[config.mk]
export PLATFORM = sky130hd
export DESIGN_NAME = sleep_wake_controller
export DESIGN_NICKNAME = d
export VERILOG_FILES = /design/src/sleep_pkg.sv /design/src/wake_if.sv /design/src/wake_qualifier.sv /design/src/sleep_wake_controller.sv
export SDC_FILE = /design/constraint.sdc
export NUM_CORES = 1
export LEC_CHECK = 0
export ABC_AREA = 0
export ABC_CLOCK_PERIOD_IN_PS = 4300
export BUFFER_PORTS_ARGS = -buffer_cell sky130_fd_sc_hd__buf_2
export CORE_AREA = 2 2 99 101
export DETAILED_ROUTE_END_ITERATION = 6
export DIE_AREA = 0 0 101 103
export GPL_TIMING_DRIVEN = 0
export PLACE_DENSITY = 0.94
export REMOVE_ABC_BUFFERS = 1
export SLEW_MARGIN = 20
export SYNTH_ARGS = -nofsm -noshare
export SYNTH_HDL_FRONTEND = slang
export SYNTH_SLANG_ARGS = --single-unit
[constraint.sdc]
create_clock -name clk -period 4.3 [get_ports clk]
set_input_delay 0.215 -clock clk [delete_from_list [all_inputs] [get_ports clk]]
set_output_delay 0.215 -clock clk [all_outputs]
set_load 0.02 [all_outputs]
[src/sleep_pkg.sv]
// Shared constants and types for the sleep and wake controller
package sleep_pkg;

  // Bus geometry
  localparam int ADDR_W = 8;
  localparam int DATA_W = 32;

  // Register byte offsets
  localparam logic [7:0] OFF_CTRL     = 8'h00;
  localparam logic [7:0] OFF_STATUS   = 8'h04;
  localparam logic [7:0] OFF_WAKE_EN  = 8'h08;
  localparam logic [7:0] OFF_IRQ_STS  = 8'h0C;
  localparam logic [7:0] OFF_IRQ_MASK = 8'h10;
  localparam logic [7:0] OFF_WDT_CNT  = 8'h14;

  // Control register layout
  localparam int CTRL_W         = 8;
  localparam int CTRL_GIE       = 0;
  localparam int CTRL_WDT_EN    = 1;
  localparam int CTRL_WDT_SLEEP = 2;
  localparam int CTRL_MASTER_CLEAR_PIN_EN   = 3;
  localparam int CTRL_BOR_EN    = 4;
  localparam int CTRL_T1SRC_LO  = 5;
  localparam int CTRL_T1SRC_HI  = 6;
  localparam int CTRL_ADC_RC    = 7;
  localparam logic [CTRL_W-1:0] CTRL_RST = 8'h00;

  // Timer1 clock source codes
  localparam logic [1:0] T1SRC_SYS   = 2'h0;
  localparam logic [1:0] T1SRC_LFOSC = 2'h1;
  localparam logic [1:0] T1SRC_PIN   = 2'h2;
  localparam logic [1:0] T1SRC_SOSC  = 2'h3;

  // Core status register layout and reset values
  localparam int STS_PD       = 0;
  localparam int STS_TO       = 1;
  localparam int STS_ASLEEP   = 2;
  localparam int STS_RESUMING = 3;
  localparam logic PD_RST = 1'b1;
  localparam logic TO_RST = 1'b1;

  // Interrupt event bits
  localparam int EV_W        = 4;
  localparam int EV_SLEEP    = 0;
  localparam int EV_WAKE_INT = 1;
  localparam int EV_WAKE_WDT = 2;
  localparam int EV_RESET    = 3;
  localparam logic [EV_W-1:0] EV_RST = 4'h0;

  // Power states
  typedef enum logic [2:0] {
    ST_RUN   = 3'b001,
    ST_SLEEP = 3'b010,
    ST_NEXT  = 3'b100
  } pwr_state_t;

endpackage : sleep_pkg

[src/wake_if.sv]
// Interface carrying wake sources between controller and qualifier
`timescale 1ns/1ps
interface wake_if #(
  parameter int N_INT = 8
);
  logic [N_INT-1:0] src_flag;
  logic [N_INT-1:0] src_en;
  logic             wake_int;
  logic [N_INT-1:0] live_src;

  modport ctrl (output src_flag, output src_en, input wake_int, input live_src);
  modport qual (input src_flag, input src_en, output wake_int, output live_src);
endinterface : wake_if

[src/wake_qualifier.sv]
// Qualifies interrupt wake sources by their individual enables
`timescale 1ns/1ps
module wake_qualifier #(
  parameter int N_INT = 8
) (
  wake_if.qual w
);

  // Only enabled sources may wake; global enable plays no part here
  assign w.live_src = w.src_flag & w.src_en;
  assign w.wake_int = |w.live_src;

endmodule : wake_qualifier

[src/sleep_wake_controller.sv]
// Sleep entry, wake and resume sequencing with an APB register slave
`timescale 1ns/1ps

// Behaviour
// Sleep is entered only when the core executes the sleep instruction.
// Entering sleep clears the watchdog; it keeps counting if enabled for sleep.
// Entering sleep clears the power-down flag.
// Entering sleep sets the watchdog-expiry flag.
// CPU clock is gated off while asleep.
// Low-frequency internal oscillator keeps running during sleep.
// Timer1 runs in sleep on low-freq, pin or secondary oscillator clock.
// Converter runs in sleep when its dedicated RC clock is selected.
// I/O pins hold their pre-sleep drive state while asleep.
// Resets other than the watchdog behave the same asleep or awake.
// Wake on master-clear, brown-out, power-on, watchdog or enabled interrupt.
// Pin, brown-out, power-on resets fully reset; others resume execution.
// The instruction after the sleep instruction is prefetched.
// Interrupt wakes only if its own enable is set, regardless of global.
// Wake with global disabled resumes after sleep, without vectoring.
// Wake with global enabled runs next instruction, then calls the handler.
// Software places a no-op after sleep when the next instruction is unwanted.
// Every exit from sleep clears the watchdog.
// Wake is the OR of qualified sources; CPU clock restarts synchronously.
module sleep_wake_controller
  import sleep_pkg::*;
#(
  parameter int N_INT  = 8,
  parameter int PC_W   = 15,
  parameter int PIN_W  = 8,
  parameter int WDT_W  = 16,
  parameter int WDT_LIMIT = 1024
) (
  input  wire logic                       clk,
  input  wire logic                       rstn,
  input  wire logic                       ce,
  // APB slave
  input  wire logic                       psel,
  input  wire logic                       penable,
  input  wire logic                       pwrite,
  input  wire logic [sleep_pkg::ADDR_W-1:0] paddr,
  input  wire logic [sleep_pkg::DATA_W-1:0] pwdata,
  output logic      [sleep_pkg::DATA_W-1:0] prdata,
  output logic                            pready,
  output logic                            pslverr,
  // CPU core
  input  wire logic                       sleep_exec,
  input  wire logic [PC_W-1:0]            cpu_pc,
  input  wire logic                       instr_retired,
  output logic                            cpu_clk_en,
  output logic                            prefetch_req,
  output logic      [PC_W-1:0]            prefetch_addr,
  output logic                            isr_call,
  // Wake and reset sources
  input  wire logic [N_INT-1:0]           int_flag,
  input  wire logic                       lf_tick,
  input  wire logic                       master_clear_pin,
  input  wire logic                       brownout_reset,
  output logic                            device_reset_req,
  output logic                            watchdog_reset_req,
  // Clock domains kept alive in sleep
  output logic                            low_freq_internal_osc_run,
  output logic                            timer1_run,
  output logic                            adc_run,
  // Pin drive hold
  input  wire logic [PIN_W-1:0]           pin_out_in,
  input  wire logic [PIN_W-1:0]           pin_oe_in,
  output logic      [PIN_W-1:0]           pin_out,
  output logic      [PIN_W-1:0]           pin_oe,
  output logic                            irq
);

  // Reset synchroniser: async assert, two-flop release
  logic rst_meta_ff;
  logic rst_sync_ff;
  always_ff @(posedge clk or negedge rstn) begin
    if (!rstn) begin
      rst_meta_ff <= 1'b0;
      rst_sync_ff <= 1'b0;
    end else begin
      rst_meta_ff <= 1'b1;
      rst_sync_ff <= rst_meta_ff;
    end
  end
  wire logic srst_n = rst_sync_ff;

  // Registers and state
  pwr_state_t              state_ff;
  pwr_state_t              nxt_state;
  logic [CTRL_W-1:0]       ctrl_ff;
  logic [N_INT-1:0]        wake_en_ff;
  logic [EV_W-1:0]         irq_sts_ff;
  logic [EV_W-1:0]         irq_mask_ff;
  logic                    pd_flag_ff;
  logic                    to_flag_ff;
  logic [WDT_W-1:0]        wdt_cnt_ff;
  logic [DATA_W-1:0]       prdata_ff;
  logic                    prefetch_ff;
  logic [PC_W-1:0]         prefetch_addr_ff;
  logic                    isr_call_ff;
  logic                    dev_rst_ff;
  logic                    wdt_rst_ff;
  logic [PIN_W-1:0]        pin_out_ff;
  logic [PIN_W-1:0]        pin_oe_ff;

  // Wake source qualification
  wake_if #(.N_INT(N_INT)) wk ();
  assign wk.src_flag = int_flag;
  assign wk.src_en   = wake_en_ff;
  wake_qualifier #(.N_INT(N_INT)) u_qual (
    .w (wk.qual)
  );

  // Control field decode
  wire logic       gie_on     = ctrl_ff[CTRL_GIE];
  wire logic       wdt_on     = ctrl_ff[CTRL_WDT_EN];
  wire logic       wdt_slp_on = ctrl_ff[CTRL_WDT_SLEEP];
  wire logic [1:0] t1_src     = ctrl_ff[CTRL_T1SRC_HI:CTRL_T1SRC_LO];
  wire logic       in_run     = (state_ff == ST_RUN);
  wire logic       in_sleep   = (state_ff == ST_SLEEP);
  wire logic       in_next    = (state_ff == ST_NEXT);

  // Full-reset wake sources act the same whatever the power state
  wire logic master_clear_pin_hit = master_clear_pin & ctrl_ff[CTRL_MASTER_CLEAR_PIN_EN];
  wire logic bor_hit  = brownout_reset & ctrl_ff[CTRL_BOR_EN];
  wire logic full_rst = master_clear_pin_hit | bor_hit;

  // Watchdog counting: awake when enabled, asleep only if also enabled for sleep
  wire logic wdt_count  = lf_tick & wdt_on & (in_sleep ? wdt_slp_on : 1'b1);
  wire logic wdt_expire = wdt_count & (wdt_cnt_ff == WDT_W'(WDT_LIMIT - 1));

  // Sleep entry only from the sleep instruction while running
  wire logic enter_sleep = in_run & sleep_exec & ~full_rst;
  // Resume wake: enabled interrupt or watchdog expiry in sleep
  wire logic wake_int    = in_sleep & wk.wake_int;
  wire logic wake_wdt    = in_sleep & wdt_expire;
  wire logic wake_resume = (wake_int | wake_wdt) & ~full_rst;
  wire logic vector_now  = in_next & instr_retired & gie_on & wk.wake_int;

  // State transitions
  always_comb begin
    nxt_state = state_ff;
    unique case (state_ff)
      ST_RUN: begin
        if (enter_sleep) begin
          nxt_state = ST_SLEEP;
        end
      end
      ST_SLEEP: begin
        if (full_rst) begin
          nxt_state = ST_RUN;
        end else if (wake_resume) begin
          nxt_state = ST_NEXT;
        end
      end
      ST_NEXT: begin
        // The prefetched instruction retires before any vectoring
        if (full_rst || instr_retired) begin
          nxt_state = ST_RUN;
        end
      end
      default: nxt_state = ST_RUN;
    endcase
  end

  always_ff @(posedge clk or negedge srst_n) begin
    if (!srst_n) begin
      state_ff <= ST_RUN;
    end else if (ce) begin
      state_ff <= nxt_state;
    end
  end

  // APB decode; the slave answers in the first access cycle
  wire logic setup_ph  = psel & ~penable;
  wire logic access_ph = psel & penable;
  wire logic hit_ctrl  = (paddr == OFF_CTRL);
  wire logic hit_stat  = (paddr == OFF_STATUS);
  wire logic hit_wken  = (paddr == OFF_WAKE_EN);
  wire logic hit_ists  = (paddr == OFF_IRQ_STS);
  wire logic hit_imsk  = (paddr == OFF_IRQ_MASK);
  wire logic hit_wdt   = (paddr == OFF_WDT_CNT);
  wire logic hit_any   = hit_ctrl | hit_stat | hit_wken | hit_ists | hit_imsk | hit_wdt;
  wire logic wr_go     = access_ph & pwrite & ce;
  wire logic wr_ctrl   = wr_go & hit_ctrl;
  wire logic wr_wken   = wr_go & hit_wken;
  wire logic wr_ists   = wr_go & hit_ists;
  wire logic wr_imsk   = wr_go & hit_imsk;

  assign pready  = 1'b1;
  assign pslverr = access_ph & ~hit_any;

  // Read mux; unmapped reads return zero
  wire logic [DATA_W-1:0] status_word = DATA_W'({in_next, in_sleep, to_flag_ff, pd_flag_ff});
  logic [DATA_W-1:0] rd_mux;
  always_comb begin
    rd_mux = '0;
    if (hit_ctrl) rd_mux = DATA_W'(ctrl_ff);
    if (hit_stat) rd_mux = status_word;
    if (hit_wken) rd_mux = DATA_W'(wake_en_ff);
    if (hit_ists) rd_mux = DATA_W'(irq_sts_ff);
    if (hit_imsk) rd_mux = DATA_W'(irq_mask_ff);
    if (hit_wdt)  rd_mux = DATA_W'(wdt_cnt_ff);
  end

  // Read data is captured in the setup cycle so prdata comes from a flop
  always_ff @(posedge clk or negedge srst_n) begin
    if (!srst_n) begin
      prdata_ff <= '0;
    end else if (ce && setup_ph) begin
      prdata_ff <= pwrite ? '0 : rd_mux;
    end
  end
  assign prdata = prdata_ff;

  // Software-written configuration
  always_ff @(posedge clk or negedge srst_n) begin
    if (!srst_n) begin
      ctrl_ff     <= CTRL_RST;
      wake_en_ff  <= '0;
      irq_mask_ff <= EV_RST;
    end else begin
      if (wr_ctrl) ctrl_ff     <= pwdata[CTRL_W-1:0];
      if (wr_wken) wake_en_ff  <= pwdata[N_INT-1:0];
      if (wr_imsk) irq_mask_ff <= pwdata[EV_W-1:0];
    end
  end

  // Core status flags; power-down flag set again only by power-on reset
  always_ff @(posedge clk or negedge srst_n) begin
    if (!srst_n) begin
      pd_flag_ff <= PD_RST;
      to_flag_ff <= TO_RST;
    end else if (ce) begin
      if (enter_sleep) begin
        pd_flag_ff <= 1'b0;
        to_flag_ff <= 1'b1;
      end else if (wdt_expire) begin
        to_flag_ff <= 1'b0;
      end
    end
  end

  // Watchdog counter, cleared on sleep entry, on any exit and on expiry
  wire logic wdt_clear = enter_sleep | (in_sleep & (nxt_state != ST_SLEEP)) | wdt_expire;
  always_ff @(posedge clk or negedge srst_n) begin
    if (!srst_n) begin
      wdt_cnt_ff <= '0;
    end else if (ce) begin
      if (wdt_clear) begin
        wdt_cnt_ff <= '0;
      end else if (wdt_count) begin
        wdt_cnt_ff <= wdt_cnt_ff + WDT_W'(1);
      end
    end
  end

  // Prefetch, vectoring and reset request pulses
  always_ff @(posedge clk or negedge srst_n) begin
    if (!srst_n) begin
      prefetch_ff      <= 1'b0;
      prefetch_addr_ff <= '0;
      isr_call_ff      <= 1'b0;
      dev_rst_ff       <= 1'b0;
      wdt_rst_ff       <= 1'b0;
    end else if (ce) begin
      prefetch_ff <= enter_sleep;
      if (enter_sleep) begin
        prefetch_addr_ff <= cpu_pc + PC_W'(1);
      end
      isr_call_ff <= vector_now;
      dev_rst_ff  <= full_rst;
      wdt_rst_ff  <= wdt_expire & ~in_sleep;
    end
  end
  assign prefetch_req       = prefetch_ff;
  assign prefetch_addr      = prefetch_addr_ff;
  assign isr_call           = isr_call_ff;
  assign device_reset_req   = dev_rst_ff;
  assign watchdog_reset_req = wdt_rst_ff;

  // CPU clock gate follows the state flops, so it restarts on the wake edge
  assign cpu_clk_en = ~in_sleep;

  // Clocks that survive sleep
  assign low_freq_internal_osc_run = 1'b1;
  assign timer1_run = ~in_sleep | (t1_src != T1SRC_SYS);
  assign adc_run    = ~in_sleep | ctrl_ff[CTRL_ADC_RC];

  // Pin drive follows the core when awake and freezes while asleep
  always_ff @(posedge clk or negedge srst_n) begin
    if (!srst_n) begin
      pin_out_ff <= '0;
      pin_oe_ff  <= '0;
    end else if (ce && !in_sleep) begin
      pin_out_ff <= pin_out_in;
      pin_oe_ff  <= pin_oe_in;
    end
  end
  assign pin_out = pin_out_ff;
  assign pin_oe  = pin_oe_ff;

  // Sticky events; a new event wins over a write-one clear in the same cycle
  wire logic [EV_W-1:0] ev_set = {full_rst, wake_wdt & ~full_rst,
                                  wake_int & ~wake_wdt & ~full_rst, enter_sleep};
  wire logic [EV_W-1:0] ev_clr = wr_ists ? pwdata[EV_W-1:0] : '0;
  always_ff @(posedge clk or negedge srst_n) begin
    if (!srst_n) begin
      irq_sts_ff <= EV_RST;
    end else if (ce) begin
      irq_sts_ff <= (irq_sts_ff & ~ev_clr) | ev_set;
    end
  end
  assign irq = |(irq_sts_ff & irq_mask_ff);

endmodule : sleep_wake_controller

After elaboration in Yosys (flattened, before gate mapping). Cells that the tools add are included.

Flip-flop bits (word level): 114.

Add/subtract/negate cells: 2. Eq/ne operators: 10. Muxes and demuxes: 18. Bitwise logic cells: 48. Reductions and logical operators: 13.

Operators with widths (count): 32-bit 2-to-1 mux (6); 16-bit 2-to-1 mux (2); 1-bit AND (27); 16-bit by 1-bit adder with 16-bit output, second input constant (1); 16-bit by 10-bit equality test with 1-bit output, second input constant (1); 8-bit by 4-bit equality test with 1-bit output, second input constant (2); 8-bit by 5-bit equality test with 1-bit output, second input constant (2); 15-bit by 1-bit adder with 15-bit output, second input constant (1); 3-bit 2-to-1 mux (4); 1-bit bitwise OR (11); 3-bit case mux with 3 select lines (1); 4-bit AND (2); 8-bit AND (1); 8-bit by 3-bit equality test with 1-bit output, second input constant (1); 8-bit zero test (1); 8-bit 2-to-1 mux (1); 8-bit OR reduction (1); 2-bit AND reduction (3); 2-bit nonzero test (3); 1-bit inverter (5); 4-bit 2-to-1 mux (1); 4-bit inverter (1); 4-bit bitwise OR (1); 4-bit OR reduction (1); 8 further kinds (11).

Longest topological paths before layout.
Depth after elaboration: 16. Gate-level depth with buffers: 7.

Modules after synthesis. A second synthesis with hierarchy kept.

Cell total of the unflattened synthesis: 466. Area total of the unflattened synthesis: 4926.0 um2.

Modules (own cells, without submodules): sleep_wake_controller (times used 1, cells an instance 455, area an instance 4852.2 um2, sequential area each 2456.1 um2); wake_qualifier (times used 1, cells an instance 11, area an instance 73.8 um2, sequential area each 0.0 um2).

Least setup slack after synthesis. No wires, ideal clock.

Path type: register -> register. Start: register state_ff[2]. End: register pin_oe_ff[5] (netlist: pin_oe[5]). Setup time: 0.125 ns. Arrival: 1.794 ns. Data required time: 4.175 ns. Setup slack: 2.382 ns. Stages on the path, launching flop included: 6. Period minus slack after synthesis: 1.918 ns. Cells stage by stage: dfrtp_1 > or3b_1 > buf_2 > nand2_1 > buf_2 > mux2_2.

Word-level cells in the longest chain between the ends: 3.

RTL lines: start, declared (line sleep_wake_controller.sv:87) `pwr_state_t state_ff;`; start signal, assigned (line sleep_wake_controller.sv:169) `state_ff <= nxt_state;`; 3-bit by 2-bit equality test with 1-bit output (line sleep_wake_controller.sv:119) `wire logic in_sleep = (state_ff == ST_SLEEP);`; 1-bit zero test (line sleep_wake_controller.sv:294) `end else if (ce && !in_sleep) begin`; 1-bit logical AND (line sleep_wake_controller.sv:294); end signal, assigned (line sleep_wake_controller.sv:296) `pin_oe_ff <= pin_oe_in;`; end, declared (line sleep_wake_controller.sv:103) `logic [PIN_W-1:0] pin_oe_ff;`.

Every way passes these cells. A chain may end at the register's enable or synchronous reset.

Worst setup path in the final report.
Start: register state_ff[0]. End: register wdt_cnt_ff[5].

Word-level cells in the longest chain between the ends: 16. Elaborated cells on any way between the ends: 24. Classes of those cells: eq/ne: 4; mux: 7; bitwise: 11; reduce/logical: 2.

RTL lines: 3-bit by 2-bit equality test with 1-bit output (line sleep_wake_controller.sv:119, sleep_wake_controller.sv:142); 1-bit 2-to-1 mux (line sleep_wake_controller.sv:128) `wire logic wdt_count = lf_tick & wdt_on & (in_sleep ? wdt_slp_on : 1'b1);`; 1-bit AND (line sleep_wake_controller.sv:128); 1-bit AND (line sleep_wake_controller.sv:129) `wire logic wdt_expire = wdt_count & (wdt_cnt_ff == WDT_W'(WDT_LIMIT - 1));`; 1-bit AND (line sleep_wake_controller.sv:135) `wire logic wake_wdt = in_sleep & wdt_expire;`; 1-bit bitwise OR (line sleep_wake_controller.sv:136) `wire logic wake_resume = (wake_int | wake_wdt) & ~full_rst;`; 1-bit AND (line sleep_wake_controller.sv:136); 3-bit 2-to-1 mux (line sleep_wake_controller.sv:151) `end else if (wake_resume) begin`; 3-bit 2-to-1 mux (line sleep_wake_controller.sv:149) `if (full_rst) begin`; 3-bit case mux with 3 select lines (line sleep_wake_controller.sv:142) `unique case (state_ff)`; 3-bit by 2-bit inequality test with 1-bit output (line sleep_wake_controller.sv:244) `wire logic wdt_clear = enter_sleep | (in_sleep & (nxt_state != ST_SLEEP)) | wdt_expire;`; 1-bit AND (line sleep_wake_controller.sv:244); 1-bit bitwise OR (2 in a row) (line sleep_wake_controller.sv:244); 2-bit nonzero test (no source line); 2-bit AND reduction (no source line); end signal, assigned (line sleep_wake_controller.sv:252) `wdt_cnt_ff <= wdt_cnt_ff + WDT_W'(1);`; end, declared (line sleep_wake_controller.sv:95) `logic [WDT_W-1:0] wdt_cnt_ff;`.

Parallel ways exist; a longest one is shown, timed or not.

==> metrics.txt <==
die height ~100 µm; clk_skew 0.00712 ns; top cell type's share of synthesized area 0.473; Yosys Warn Count 0; EDFF count, synth 0; TritonRoute pass-1 iters 5; Synth top cells by count 95 x dfrtp_1, 53 x nand2_1, 34 x mux2_2; Finished Layout Cells 702; Power, Total about 2.4 mW; status finished clean; Tightest Pin Transition about 1 ns; CTS H-Tree Depth 3; Antenna Cells 0; vias in the first global route 4130; Largest stage delay, worst path around 0.67 ns; CP Class reg2reg; Psw 0.823 mW; Clock Power Share 0.255; post_cts resized 0; Bufs on Longest Clock Path 2; RSZ-0062 raised after global routing false; post-synthesis cell area 5020 µm²; Worst Hold Class in2reg; DR WL/cell between 15 and 20 µm; count leader, synth dfrtp_1; synth unique cells between 60 and 70; Via Count approximately 4200; net switching share of the total power 0.345; WP data required between 4 and 5 ns; # DRC 0; placed cell count a little under 700; Crit Path Max Fanout 12; initial antenna violation count 0; Die W a little over 100 µm; hold path depth 2; setup TNS 0 ns; Int Power 1.56 mW; Seq/Total Area, Yosys 0.489; pwr dens 407 nW/µm²; CTS tree done; slowest stage cell, crit path nor2_1; Seq pwr share 0.484; CP Launch Type flop; Mean Syn Cell Area ~11 µm²; Routed Antenna Nets 0; Leakage 2.82 nW; Root Driver clkbuf_8; Num Clock Sinks 98; final setup fails 0; global-route wire length before repair a little over 20000 µm; top cells by area, synth dfrtp_1 47%, mux2_2 7.6%, nand2_1 4.0%; Synth-to-Final Area Change 16.7%; largest net degree at the start of global routing 57; Max-Cap Viols 0; max-slew violations 0; R2R cell count 5; Async SR Flop Fraction 1.00; Final Hold Vio Count 0; Comb pwr share 0.261; Initial Utilization 0.531; I/O pin cnt ~160; # rows 36; Worst Setup End Kind flop; CTS buffer count 9; hold path startpoint pin_out_in[2]; Total GRT Usage 0.245; Nets a little under 700; GP Congestion between 0.9 and 1; Max rail drop VDD ~0.28 mV; cells along the critical path or3b_1 -> mux2i_1 -> nor2_1 -> nand3_1 -> o311ai_0; worst path arrival time ~3.0 ns; DRT iter0 DRCs about 410; Via density 5.98; final WL between 10000 and 15000 µm; fraction of layout cells with a size suffix above 1 0.332; port bufs around 120; Overflow after GRT 0; flop2flop setup slack around 1.5 ns; Post-DP HPWL 8770 µm; synthesis-stage register bit count around 100; Reg2Reg Launch Point state_ff[0]$_DFFE_PN1P_; Core ar. ~9500 µm²; top_reg_cell synth dfrtp_1; clk_lat worst skew ~0.36 ns; maximum operating frequency roughly 360 MHz; min Tclk post-route around 2.8 ns; Reg-to-Reg End wdt_cnt_ff[5]$_DFFE_PN0P_; Clock transition at path regs roughly 0.090 ns; period utilization 0.651; crit path from state_ff[0]$_DFFE_PN1P_; Synth area leader dfrtp_1; crit path to wdt_cnt_ff[5]$_DFFE_PN0P_; post-synthesis cell count between 400 and 500; Slew HR 0.331; DIE AREA ~10000 µm²
## how the worst min path moves through the flow
stage	endpoint
after floorplan	rst_meta_ff$_DFF_PN0_
after global placement	rst_meta_ff$_DFF_PN0_
after detailed placement	rst_meta_ff$_DFF_PN0_
after CTS	pin_out[1]$_DFFE_PN0P_
after global routing	pin_oe[5]$_DFFE_PN0P_
final	pin_out[2]$_DFFE_PN0P_
## sequential cells by signal, indices dropped and copies added (netlist names)
signal              flops
pin_oe                  8
prefetch_req            1
ctrl_ff                 8
pin_out                 8
device_reset_req        1
rst_sync_ff             1
irq_sts_ff              4
prdata                 16
prefetch_addr          15
irq_mask_ff             4
to_flag_ff              1
wake_en_ff              8
rst_meta_ff             1
pd_flag_ff              1
state_ff                3
wdt_cnt_ff             16
watchdog_reset_req      1
isr_call                1
## power by group through the flow
stage	combinational (mW)	clock, mW	sequential, mW
2_1_floorplan	0.250	0	1.29
3_3_place_gp	0.579	0	1.17
3_5_place_dp	0.619	0	1.17
4_1_cts	0.622	0.619	1.15
5_1_grt	0.680	0.655	1.17
6_report	0.622	0.609	1.15
## layer usage
metal  wire, µm  global-route usage
met4        221              0.0790
met2       6080               0.418
met5          0                   0
met3       1010              0.0597
met1       4970               0.311
## layout make-up
cell class	instances	area, µm²
inverters	9	33.8
clock buffers	10	138
well taps	114	143
flip-flops and latches	98	2460
fillers	756	3600
clock inverters	6	66.3
repair buffers	123	643
multi-input cells	342	2380
## metrics by stage
step	area, µm²	setup WS (ns)	utilization	hold slack [ns]
detailed placement	5650	1.59	0.597	0.00260
floorplan	4870	1.37	-	-0.0806
global placement	5620	0.406	0.594	0.000496
global route	5860	1.19	0.620	0.0702
CTS	5860	1.57	0.620	0.0711
finish	5860	1.50	0.620	0.0835
## repair_timing
| action | 4_1_cts | 5_1_grt |
|---|---|---|
| hold buffers | 1 | 0 |
| endpoints found under the hold margin | 2 | 0 |
| buffers inserted | 0 | 0 |
## placed cells by master, fill, tap and decap left out, types with 3 or more instances in the layout
cell / n
mux2_4: 4
clkinv_4: 3
a21oi_1: 7
mux2_2: 34
dfstp_2: 3
nand3_1: 18
o21ai_0: 31
clkbuf_8: 10
xnor2_1: 4
xor2_1: 9
and4_1: 3
o221ai_1: 7
nor3_1: 10
buf_2: 121
a22oi_1: 7
and3_1: 5
and2_1: 4
dfrtp_1: 94
nor4_1: 3
nand3b_1: 4
mux2i_1: 14
conb_1: 19
a22o_1: 10
o311ai_0: 4
nand2_1: 53
inv_1: 9
nor2_1: 19
nand4_1: 19
o31ai_1: 4
o2bb2ai_1: 8
## worst max-delay path: cells and delay by family, from the launching register on
family / cells / cell delay, ns
AOI/OAI and AO/OA: 1 / 0.43
and+or+nand+nor: 3 / 1.40
DFF: 1 / 0.63
muxes: 1 / 0.22
## kinds of logic after synthesis
logic type      share of synthesized area
xor+xnor                           0.0227
compound gates                      0.124
flops                               0.489
simple gates                        0.187
other cells                       0.00149
mux                                 0.121
fa+ha+maj                         0.00498
buf+inv                            0.0505
(Power assumes the default switching activity.)
